[config.mk]
export PLATFORM = sky130hd
export DESIGN_NAME = scior_regs
export DESIGN_NICKNAME = d
export VERILOG_FILES = /design/src/scior_pkg.sv /design/src/scior_regs.sv
export SDC_FILE = /design/constraint.sdc
export NUM_CORES = 1
export LEC_CHECK = 0
export CAP_MARGIN = 25
export CELL_PAD_IN_SITES_DETAIL_PLACEMENT = 1
export CELL_PAD_IN_SITES_GLOBAL_PLACEMENT = 1
export CORE_ASPECT_RATIO = 1.25
export CORE_MARGIN = 1.5
export CORE_UTILIZATION = 42
export DETAILED_ROUTE_END_ITERATION = 12
export DONT_BUFFER_PORTS = 1
export PLACE_DENSITY_LB_ADDON = 0.05
export SYNTH_ARGS = -nofsm -noshare
export SYNTH_HDL_FRONTEND = slang
export SYNTH_SLANG_ARGS = --single-unit
[constraint.sdc]
create_clock -name sys_clk -period 1.95 [get_ports sys_clk]
set_clock_uncertainty 0.1 [all_clocks]
set_input_delay 0.39 -clock sys_clk [delete_from_list [all_inputs] [get_ports sys_clk]]
set_output_delay 0.39 -clock sys_clk [all_outputs]
set_load 0.01 [all_outputs]
[src/scior_pkg.sv]
// Package for the serial card I/O control register bank.
// Assumes a 32-bit host register port with word offsets as byte addresses.
package scior_pkg;
    localparam int NUM_CHAN = 20;
    localparam int NUM_LINES = 22;
    // ------------------------------------------------------------
    // Register offsets
    // ------------------------------------------------------------
    localparam logic [7:0] OFF_BASE_CONTROL = 8'h00;
    localparam logic [7:0] OFF_DESIGN_REVISION_ID = 8'h04;
    localparam logic [7:0] OFF_CHANNEL_START_SET = 8'h08;
    localparam logic [7:0] OFF_CHANNEL_START_CLEAR = 8'h0c;
    localparam logic [7:0] OFF_PARALLEL_OUT_DATA = 8'h10;
    localparam logic [7:0] OFF_PARALLEL_DIRECTION = 8'h14;
    localparam logic [7:0] OFF_RESISTIVE_TERMINATION = 8'h18;
    localparam logic [7:0] OFF_LINE_SOURCE_SELECT = 8'h1c;
    localparam logic [7:0] OFF_UPPER_LINES_CONTROL = 8'h20;
    localparam logic [7:0] OFF_SWITCH_STATUS = 8'h24;
    localparam logic [7:0] OFF_PIN_READBACK = 8'hc0;
    localparam logic [7:0] OFF_CAPACITIVE_TERMINATION = 8'hc8;
    // ------------------------------------------------------------
    // Field positions
    // ------------------------------------------------------------
    localparam int BIT_MASTER_IRQ_EN = 0;
    localparam int BIT_SOFT_IRQ_SET = 1;
    localparam int BIT_MSG_IRQ_EN = 2;
    localparam int BIT_MSG_EVENT_CLEAR = 3;
    localparam int BIT_REF_CLK_SELECT = 4;
    localparam int BASE_CONTROL_WIDTH = 5;
    localparam int BIT_TEST_CLK_SELECT = 31;
    localparam int SWITCH_LSB = 16;
    localparam int ID_DESIGN_LSB = 16;
    // ------------------------------------------------------------
    // Reset values and ratios
    // ------------------------------------------------------------
    localparam logic [31:0] RESET_ZERO = 32'h0000_0000;
    localparam int TX_HIGH_DIVIDE = 8;
    localparam int TX_LOW_DIVIDE = 100;
    localparam int START_CLEAR_SENSE_PERIODS = 12;
endpackage

[src/scior_regs.sv]
// Control and status register bank of a multi-channel serial I/O card.
// Assumes a single-cycle host register port on sys_clk; pins come from outside.
`timescale 1ns/1ps
`default_nettype none
module scior_regs
#(
    // Arbitrary neutral values, not a real design code
    parameter logic [15:0] DESIGN_ID = 16'h00a5,
    parameter logic [15:0] CONFIG_REVISION = 16'h0001
)
(
    input wire logic sys_clk,
    input wire logic reset,
    input wire logic clk_en,
    input wire logic reg_write,
    input wire logic reg_read,
    input wire logic [7:0] reg_addr,
    input wire logic [31:0] reg_wdata,
    output logic [31:0] reg_rdata,
    input wire logic [scior_pkg::NUM_CHAN-1:0] chan_irq,
    input wire logic [scior_pkg::NUM_CHAN-1:0] chan_start_done,
    output logic carrier_irq,
    output logic message_interrupt_enable,
    output logic message_event_clear,
    output logic ref_clk_select,
    output logic [scior_pkg::NUM_CHAN-1:0] chan_start,
    input wire logic [scior_pkg::NUM_LINES-1:0] sm_line_out,
    input wire logic [scior_pkg::NUM_LINES-1:0] sm_line_oe,
    input wire logic test_clk,
    input wire logic [scior_pkg::NUM_LINES-1:0] line_in,
    output logic [scior_pkg::NUM_LINES-1:0] line_out,
    output logic [scior_pkg::NUM_LINES-1:0] line_oe,
    output logic [scior_pkg::NUM_LINES-1:0] resistive_term_on,
    output logic [scior_pkg::NUM_CHAN-1:0] capacitive_term_on,
    input wire logic [7:0] user_switch_bits
);
    import scior_pkg::*;

    // ------------------------------------------------------------
    // Operating notes
    // ------------------------------------------------------------
    // Host side
    // One word per access, byte offsets on reg_addr
    // Writes land on the taking edge
    // Reads return data one edge later
    // reg_rdata holds until the next read
    // Back to back accesses are allowed
    // No wait states are ever inserted
    // Unmapped offsets read zero
    // Writes to unmapped offsets vanish
    // Writes to read only ports vanish
    // Spare bits read zero everywhere
    //
    // Clock enable
    // clk_en low freezes every register
    // Strobes seen while frozen are lost
    // The host must hold clk_en high to access
    // Synchronisers freeze as well
    // A frozen bank still drives its outputs
    //
    // Reset
    // Synchronous, active high, one edge is enough
    // Every stored bit returns to zero
    // Outputs follow from the cleared state
    // All lines come up receiving
    // No termination switch closed after reset
    // Start bits all idle after reset
    //
    // Interrupt path
    // Channel requests arrive already enabled
    // Their sum is a plain OR, no latching here
    // Status latching lives in the channel logic
    // Master enable gates the carrier line
    // Soft set needs master enable as well
    // Soft set is meant for driver bring-up
    // The carrier line is combinational
    // A glitch on a channel request passes through
    // Message delivery is done outside this bank
    // Only its enable and clear leave here
    // Clear is a level while its bit stays high
    // Software must drop the clear bit itself
    // Pulse clear before enabling messages
    // That way stale events raise nothing
    //
    // Reference clock
    // Select bit only; dividers sit downstream
    // Rates stay in fixed ratio to the reference
    // Switching reference mid frame is unsafe
    // Stop channels before changing the select
    //
    // Start bits
    // Set port: ones set, zeros leave alone
    // Clear port: ones clear, zeros leave alone
    // Channels may drop their own start bit
    // Priority: set, then self clear, then clear
    // A set never loses to a same edge clear
    // Read back shows the active channels
    // Read back may change without a host write
    // Channels sample start on a slower clock
    // Allow a dozen channel periods for a clear
    // Poll the channel busy flag before restart
    //
    // Parallel lines
    // Data, direction, mux and terminations
    // Each line is chosen bit by bit
    // Mux one hands the line to its channel
    // Mux zero hands it to the host registers
    // Direction one drives, zero receives
    // Data reads return the stored word
    // The pin level may differ from the data
    // Pin levels are read from the read back port
    // Read back lags the pins by two edges
    // Read back is raw, with no filtering
    // Driven lines read back what is sent
    // Released lines read back what arrives
    // The two discretes are lines 21 and 20
    // Discretes carry levels, ports do not
    // Transformer lines block steady levels
    //
    // Terminations
    // Resistive switches cover all 22 lines
    // Capacitive switches cover the 20 ports
    // Both are independent of the mux
    // Both apply even while a line drives
    //
    // Test clock
    // Select bit sits atop the capacitor port
    // It forces all 20 ports to drive the clock
    // It overrides mux and data settings
    // Discretes keep their normal selection
    // The test clock is resynchronised here
    // Its rate is limited to below sys_clk / 2
    //
    // Upper lines port
    // Kept only for software compatibility
    // Reads zero and ignores every write
    //
    // Status port
    // User switch byte only, bits 23 to 16
    // Switches pass two flops before reading
    // Other status bits are reserved as zero
    //
    // Identifier
    // Upper half design, lower half revision
    // Both are parameters with neutral defaults

    // ------------------------------------------------------------
    // Storage
    // ------------------------------------------------------------
    logic [BASE_CONTROL_WIDTH-1:0] base_control_reg;
    logic [NUM_CHAN-1:0] start_reg;
    logic [NUM_CHAN-1:0] start_next;
    logic [NUM_LINES-1:0] out_data_reg;
    logic [NUM_LINES-1:0] direction_reg;
    logic [NUM_LINES-1:0] res_term_reg;
    logic [NUM_LINES-1:0] source_sel_reg;
    logic [NUM_CHAN-1:0] cap_term_reg;
    logic test_clk_sel_reg;
    logic [NUM_LINES-1:0] line_meta_reg;
    logic [NUM_LINES-1:0] line_sync_reg;
    logic [7:0] switch_meta_reg;
    logic [7:0] switch_sync_reg;
    logic test_clk_meta_reg;
    logic test_clk_sync_reg;
    logic [31:0] rdata_next;

    // ------------------------------------------------------------
    // Address decode
    // ------------------------------------------------------------
    function automatic logic hit(input logic [7:0] addr, input logic [7:0] off);
        hit = (addr == off);
    endfunction

    wire wr_base = reg_write && hit(reg_addr, OFF_BASE_CONTROL);
    wire wr_set = reg_write && hit(reg_addr, OFF_CHANNEL_START_SET);
    wire wr_clear = reg_write && hit(reg_addr, OFF_CHANNEL_START_CLEAR);
    wire wr_data = reg_write && hit(reg_addr, OFF_PARALLEL_OUT_DATA);
    wire wr_dir = reg_write && hit(reg_addr, OFF_PARALLEL_DIRECTION);
    wire wr_rterm = reg_write && hit(reg_addr, OFF_RESISTIVE_TERMINATION);
    wire wr_mux = reg_write && hit(reg_addr, OFF_LINE_SOURCE_SELECT);
    wire wr_cterm = reg_write && hit(reg_addr, OFF_CAPACITIVE_TERMINATION);

    // ------------------------------------------------------------
    // Base control register
    // ------------------------------------------------------------
    // cleared on reset
    always_ff @(posedge sys_clk)
    begin
        if (reset)
            base_control_reg <= '0;
        else if (clk_en && wr_base)
            base_control_reg <= reg_wdata[BASE_CONTROL_WIDTH-1:0];
    end

    // soft set forces request
    // Channel events are summed here; per-channel enables live upstream
    wire irq_any = base_control_reg[BIT_SOFT_IRQ_SET] || (|chan_irq);
    assign carrier_irq = base_control_reg[BIT_MASTER_IRQ_EN] && irq_any;
    assign message_interrupt_enable = base_control_reg[BIT_MSG_IRQ_EN];
    assign message_event_clear = base_control_reg[BIT_MSG_EVENT_CLEAR];
    // reference source select; divide by 8 or 100 downstream
    assign ref_clk_select = base_control_reg[BIT_REF_CLK_SELECT];

    // ------------------------------------------------------------
    // Channel start bits
    // ------------------------------------------------------------
    // set writes ones only
    // clear port drops bit
    // A host set wins over a same-cycle clear so a start is never lost
    always_comb
    begin
        start_next = start_reg;
        if (wr_clear)
            start_next = start_next & ~reg_wdata[NUM_CHAN-1:0];
        start_next = start_next & ~chan_start_done;
        if (wr_set)
            start_next = start_next | reg_wdata[NUM_CHAN-1:0];
    end

    // channels sample start on their own slower clock
    always_ff @(posedge sys_clk)
    begin
        if (reset)
            start_reg <= '0;
        else if (clk_en)
            start_reg <= start_next;
    end
    assign chan_start = start_reg;

    // ------------------------------------------------------------
    // Parallel port registers
    // ------------------------------------------------------------
    // only low 22 bits stored; capacitor port keeps bits 19:0 and bit 31
    always_ff @(posedge sys_clk)
    begin
        if (reset)
        begin
            out_data_reg <= '0;
            direction_reg <= '0;
            res_term_reg <= '0;
            source_sel_reg <= '0;
            cap_term_reg <= '0;
            test_clk_sel_reg <= 1'b0;
        end
        else if (clk_en)
        begin
            if (wr_data)
                out_data_reg <= reg_wdata[NUM_LINES-1:0];
            if (wr_dir)
                direction_reg <= reg_wdata[NUM_LINES-1:0];
            if (wr_rterm)
                res_term_reg <= reg_wdata[NUM_LINES-1:0];
            if (wr_mux)
                source_sel_reg <= reg_wdata[NUM_LINES-1:0];
            if (wr_cterm)
            begin
                cap_term_reg <= reg_wdata[NUM_CHAN-1:0];
                test_clk_sel_reg <= reg_wdata[BIT_TEST_CLK_SELECT];
            end
        end
    end

    // Pins and switches cross in from outside: two flops each
    always_ff @(posedge sys_clk)
    begin
        if (reset)
        begin
            line_meta_reg <= '0;
            line_sync_reg <= '0;
            switch_meta_reg <= '0;
            switch_sync_reg <= '0;
            test_clk_meta_reg <= 1'b0;
            test_clk_sync_reg <= 1'b0;
        end
        else if (clk_en)
        begin
            line_meta_reg <= line_in;
            line_sync_reg <= line_meta_reg;
            switch_meta_reg <= user_switch_bits;
            switch_sync_reg <= switch_meta_reg;
            test_clk_meta_reg <= test_clk;
            test_clk_sync_reg <= test_clk_meta_reg;
        end
    end

    // ------------------------------------------------------------
    // Line drive selection, one slice per line
    // ------------------------------------------------------------
    genvar gi;
    generate
        for (gi = 0; gi < NUM_LINES; gi++)
        begin : g_line
            wire to_sm = source_sel_reg[gi];
            // Test clock only exists on transformer lines
            wire test_on = test_clk_sel_reg && (gi < NUM_CHAN);
            assign line_out[gi] = test_on ? test_clk_sync_reg :
                                  (to_sm ? sm_line_out[gi] : out_data_reg[gi]);
            assign line_oe[gi] = test_on ? 1'b1 :
                                 (to_sm ? sm_line_oe[gi] : direction_reg[gi]);
        end
    endgenerate

    assign resistive_term_on = res_term_reg;
    assign capacitive_term_on = cap_term_reg;

    // ------------------------------------------------------------
    // Read multiplexer
    // ------------------------------------------------------------
    // unmapped and reserved read zero
    always_comb
    begin
        rdata_next = RESET_ZERO;
        if (hit(reg_addr, OFF_BASE_CONTROL))
            rdata_next[BASE_CONTROL_WIDTH-1:0] = base_control_reg;
        else if (hit(reg_addr, OFF_DESIGN_REVISION_ID))
            rdata_next = {DESIGN_ID, CONFIG_REVISION};
        else if (hit(reg_addr, OFF_CHANNEL_START_SET))
            rdata_next[NUM_CHAN-1:0] = start_reg;
        else if (hit(reg_addr, OFF_PARALLEL_OUT_DATA))
            rdata_next[NUM_LINES-1:0] = out_data_reg;
        else if (hit(reg_addr, OFF_PARALLEL_DIRECTION))
            rdata_next[NUM_LINES-1:0] = direction_reg;
        else if (hit(reg_addr, OFF_RESISTIVE_TERMINATION))
            rdata_next[NUM_LINES-1:0] = res_term_reg;
        else if (hit(reg_addr, OFF_LINE_SOURCE_SELECT))
            rdata_next[NUM_LINES-1:0] = source_sel_reg;
        else if (hit(reg_addr, OFF_UPPER_LINES_CONTROL))
            rdata_next = RESET_ZERO;
        else if (hit(reg_addr, OFF_SWITCH_STATUS))
            rdata_next[SWITCH_LSB+7:SWITCH_LSB] = switch_sync_reg;
        else if (hit(reg_addr, OFF_PIN_READBACK))
            rdata_next[NUM_LINES-1:0] = line_sync_reg;
        else if (hit(reg_addr, OFF_CAPACITIVE_TERMINATION))
        begin
            rdata_next[NUM_CHAN-1:0] = cap_term_reg;
            rdata_next[BIT_TEST_CLK_SELECT] = test_clk_sel_reg;
        end
    end

    // Read data registered: valid the cycle after reg_read
    always_ff @(posedge sys_clk)
    begin
        if (reset)
            reg_rdata <= RESET_ZERO;
        else if (clk_en && reg_read)
            reg_rdata <= rdata_next;
    end
endmodule
`default_nettype wire

# Yosys cells after proc, flatten, opt, wreduce, memory -nomap -nowiden

Index checks and enable logic that the tools add are counted.

Register bits after elaboration: 228
Bits in writable memories: 0
Logic and storage cells: 169
ROM bits: 0
Memories: 0
Bits of input ports: 160
Output and inout bits: 142
Bits in latches: 0

Divide/modulo/power cells: 0
$mul: 0
Equal/unequal tests: 11
Reductions and logical operators: 19
Bitwise operators: 5
Add/subtract/negate cells: 0
Shift operators: 0
Muxes and demuxes: 119
Order comparisons: 0

Operator list:

| cell               | count |
|---|---|
| $mux 20            | 14 |
| $mux 1             | 88 |
| $mux 22            | 4 |
| $and 20x20->20     | 2 |
| $mux 10            | 4 |
| $not 20->20        | 2 |
| $eq 8x5->1 const B | 4 |
| $mux 32            | 1 |
| $mux 27            | 1 |
| $mux 24            | 1 |
| $or 20x20->20      | 1 |
| $reduce_or 20->1   | 1 |
| $eq 8x4->1 const B | 2 |
| $eq 8x6->1 const B | 2 |
| $eq 8x8->1 const B | 2 |
| $mux 16            | 1 |
| $mux 12            | 1 |
| $logic_and 1x1->1  | 11 |
| $reduce_and 2->1   | 5 |
| $eq 8x3->1 const B | 1 |
| $logic_not 8->1    | 1 |
| $mux 6             | 1 |
| $mux 5             | 1 |
| $mux 2             | 2 |
| $logic_or 1x1->1   | 1 |

# Logic depth before layout (Yosys ltp)

Word-level depth: 21
Depth in mapped cells: 9
Gate-level depth less buffers: 5

# Least setup slack after synthesis

OpenSTA, ideal clock, no wires.

Path kind: input to register
Start: input port reg_addr[5]
End: register start_reg[0] (netlist: chan_start[0])
Setup time: 117 ps
Setup slack: -83 ps
Data required time: 1733 ps
Arrival: 1815 ps
Cell stages on the path: 7
Buffers on the path: 2
Path through: or4_1 -> buf_2 -> nor3_4 -> buf_6 -> a21o_1 -> nand2_1 -> a32o_1

Cells in the longest elaborated chain, start to end: 6
Elaborated cells between the ends (all ways): 8
Classes of those cells: 2 x eq/ne; 2 x mux; 2 x bitwise; 2 x reduce/logical

Ends and longest elaborated chain:

| what                   | RTL line          | text |
|---|---|---|
| start: declaration     | scior_regs.sv:17  | `input wire logic [7:0] reg_addr,` |
| $eq 8x4->1             | scior_regs.sv:171 | `hit = (addr == off);` |
| $logic_and 1x1->1      | scior_regs.sv:176 | `wire wr_clear = reg_write && hit(reg_addr, OFF_CHANNEL_START_CLEAR);` |
| $mux 20                | scior_regs.sv:213 | `if (wr_clear)` |
| $and 20x20->20         | scior_regs.sv:215 | `start_next = start_next & ~chan_start_done;` |
| $or 20x20->20          | scior_regs.sv:217 | `start_next = start_next \| reg_wdata[NUM_CHAN-1:0];` |
| $mux 20 (*)            | scior_regs.sv:216 | `if (wr_set)` |
| end signal: assignment | scior_regs.sv:226 | `start_reg <= start_next;` |
| end: declaration       | scior_regs.sv:151 | `logic [NUM_CHAN-1:0] start_reg;` |

Mark *: on every way between the ends. The rest lies on a longest branch, timed or not.
A chain may end at the register's enable or synchronous reset.

# Worst setup path after layout

Start: register base_control_reg[1]
End: output port carrier_irq

Cells in the longest elaborated chain, start to end: 2

Ends and longest elaborated chain:

| what                     | RTL line          | text |
|---|---|---|
| start: declaration       | scior_regs.sv:150 | `logic [BASE_CONTROL_WIDTH-1:0] base_control_reg;` |
| start signal: assignment | scior_regs.sv:192 | `base_control_reg <= reg_wdata[BASE_CONTROL_WIDTH-1:0];` |
| $logic_or 1x1->1         | scior_regs.sv:197 | `wire irq_any = base_control_reg[BIT_SOFT_IRQ_SET] \|\| (\|chan_irq);` |
| $logic_and 1x1->1        | scior_regs.sv:198 | `assign carrier_irq = base_control_reg[BIT_MASTER_IRQ_EN] && irq_any;` |
| end: declaration         | scior_regs.sv:22  | `output logic carrier_irq,` |

Every way passes these cells.

==> results.py <==
metrics = {
    "run_status": {
        "status": "complete, but fails checks",
        "failed_checks": "hold timing, setup timing",
    },
    "routing": {
        "ant_nets": 0,
        "drtIter0Drc": 567,
        "vias": 10480,
        "vias_per_cell": 5.979,
        "wl_per_cell_microns": 25.42,
        "drc": 0,
        "dr.pass1.iters": 5,
        "wl_microns": 44560,
    },
    "synth": {
        "seq_area_frac_synth_pct": 41.88,
        "ys_async_sr_fraction_pct": 0,
        "synth_top_area_cell": "dfxtp_1",
        "synth_area_sq_um": 10560,
        "syn_area_per_cell_sq_um": 8.064,
        "synth.top_cell.area_share_pct": 41.88,
        "synthDistinctLibCells": 60,
        "synth_edf_count": 0,
        "syn_inst": 1310,
        "yosysWarnings": 0,
        "synthMostInstantiatedCell": "nand2_1",
        "synth_top_flop_cell": "dfxtp_1",
        "synthTopCellsByCount": "nand2_1 (312), dfxtp_1 (221), a21oi_1 (148)",
        "synth_seq_cells": 221,
        "synthTopCellsByArea": "dfxtp_1 (42%), nand2_1 (11%), mux2i_1 (7.2%)",
    },
    "cells_and_area": {
        "fin_cells": 1753,
        "fill_cells": 2885,
        "final_area_sq_um": 13450,
        "post-route-util_pct": 54.72,
        "layout.area.seq_sq_um": 4452,
        "syn_to_final_growth_pct": 27.34,
        "drive_above_1_share_pct": 15.29,
        "largest_reg_flops": 25,
        "regMostFlops": "reg_rdata",
        "multi_input_area_sq_um": 5884,
        "fin_nets": 1562,
    },
    "clocking": {
        "cts.clk_slew.worst_paths_ns": 0.06,
        "clock_latency_ns": 0.53,
        "root_buffer": "clkbuf_16",
        "cts_tree": "yes",
        "cts_buffers": 24,
        "htreeDepth": 1,
        "cts.sinks": 221,
        "clock_path_buffers": 3,
    },
    "timing": {
        "setup-violations-final": 33,
        "min_period_ns": 2.173,
        "slew_headroom_pct": 44.48,
        "tightest_slew_ns": 0.8301,
        "whs_ns": -0.1620,
        "fmax_ghz": 0.4602,
        "rsz0062_at_grt": "true",
        "setup_slack_ns": -0.2228,
        "slew_violations": 0,
        "period_share_pct": 111.4,
        "setup_tns_ns": -0.9389,
        "hold_viol": 103,
    },
    "worst_setup_path": {
        "worst-setup-path-type": "flip-flop to primary output",
        "r2r-start": "direction_reg[0]$_SDFFE_PP0P_",
        "path_max_fanout": 2,
        "path_cells": "or4_4, o41a_1",
        "critPathTopFamily": "compound AO/OA/AOI/OAI gates",
        "crit_arrival_ns": 1.68,
        "r2r-end": "reg_rdata[0]$_SDFFE_PP0P_",
        "worst-path-buf-inv": 0,
        "crit_path_end_kind": "primary output",
        "max_stage_delay_ns": 0.42,
        "cpMaxStageDelayCell": "o41a_1",
        "rr_worst_depth": 6,
        "cp_data_required_time_ns": 1.46,
        "start_kind": "flip-flop",
        "rrSetupSlack_ns": 0.12,
    },
    "placement": {
        "place_congestion": 0.9060,
        "dp_hpwl_microns": 28680,
        "io_buffers": 0,
        "dp.cells": 1607,
        "place_area_sq_um": 11240,
    },
    "floorplan": {
        "floorplan.initialDensity_pct": 42.97,
        "dieHeight_microns": 180.3,
        "io_pins": 302,
        "dieArea_sq_um": 26120,
        "fp-row-count": 64,
        "die_x_microns": 144.9,
        "core_area_sq_um": 24580,
    },
    "global_route": {
        "grt_max_degree": 188,
        "grt_antenna_before_repair": 5,
        "grt_use_total_pct": 32.08,
        "grt_pass1_wl_microns": 63710,
        "grt_pass1_vias": 10560,
        "overflow": 0,
    },
    "flow_run": {
        "cap_viol_max_count": 0,
    },
    "power_and_ir_drop": {
        "peakVddDrop_v": 0.0008085,
        "power.leakage_uw": 0.005380,
        "power_density_nw_per_um2": 754.6,
    },
    "hold_path": {
        "hold_path_class": "input port to flip-flop",
        "holdPathEnd": "resistive_term_on[0]$_SDFFE_PP0P_",
        "whs_path_depth": 1,
        "hp-start": "reset",
    },
}
-- stage by stage --
step                      total power [uW]  setup WS [ns]
after floorplan                       5130       -0.01872
after global placement                5119        -0.1649
after detailed placement              5132        -0.2218
after CTS                            10170        -0.2772
after global routing                 10430        -0.2545
final                                10150        -0.2228
-- report_power, final --
group / leakage, uW / switching (uW) / internal [uW]
clock: 0.000415 / 1920 / 3000
combinational: 0.00317 / 297 / 299
sequential: 0.00180 / 55.4 / 4580
-- worst reg2reg max path, stage by stage (launching register included) --
cell	delay, ns
dfxtp_1	0.32
mux2_2	0.30
a21oi_1	0.16
nor4_1	0.07
a21oi_1	0.12
a21oi_1	0.08
dlygate4sd3_1	0.56
-- placed cells by master (no fill, tap or decap), drive strengths merged, types with 5 or more instances in the layout --
master and n:
nand2 312, dfxtp 221, a21oi 148, nor2 112
dlygate4sd3 90, buf 84, mux2i 76, nor2b 42
clkbuf 39, a21o 33, nor3 23, o21ai 22
a32o 21, a211o 21, a211oi 21, nand3 13
a221o 13, a2bb2oi 12, o31ai 11, nor4 9
mux2 8, conb 7, and3 6, o22ai 6
o2bb2ai 5, a221oi 5, a31oi 5, inv 5
o211ai 5
-- logic make-up after synthesis --
kind of cell,after synthesis,share of synthesized area (%)
multiplexers,84,8.054
buffers and inverters,122,5.590
AO/OA/AOI/OAI,347,22.07
AND/OR/NAND/NOR,535,22.37
other,1,0.03550
flip-flops,221,41.88
-- layer usage --
layer	GRT usage (%)	vias to the layer above	part of all wire, %
li1	-	4779	-
met1	37.77	5219	39
met2	56.57	393	50
met3	8.079	89	8.0
met4	9.495	2	2.9
met5	0	-	0.027
-- cell type report --
type	instances	area share, %
multi-input cells	973	43.74
flip-flops and latches	221	33.09
repair buffers	176	13.54
clock buffers	37	5.506
well taps	330	3.069
clock inverters	6	0.7999
inverters	6	0.1674
diodes	4	0.07441
-- worst max-delay path by stage --
stage,startpoint,to,slack [ns],cells past startpoint
2_1_floorplan,reg_addr[5],direction_reg[10]$_SDFFE_PP0P_,-0.02,7
3_3_place_gp,reg_addr[5],reg_rdata[20]$_SDFFE_PP0P_,-0.16,6
3_5_place_dp,reg_addr[5],reg_rdata[20]$_SDFFE_PP0P_,-0.22,6
4_1_cts,base_control_reg[1]$_SDFFE_PP0P_,carrier_irq,-0.28,2
5_1_grt,base_control_reg[1]$_SDFFE_PP0P_,carrier_irq,-0.25,2
6_report,base_control_reg[1]$_SDFFE_PP0P_,carrier_irq,-0.22,2
-- repair_timing --
action / 4_1_cts / 5_1_grt
hold endpoints to repair: 203 / 117
gates resized for setup: 8 / 81
gates cloned: 0 / 4
pin swaps: 2 / 22
setup buffers: 2 / 2
hold buffers: 87 / 3
endpoints found under the setup margin: 41 / 25
Note: power is estimated with default switching activity, not from simulation.
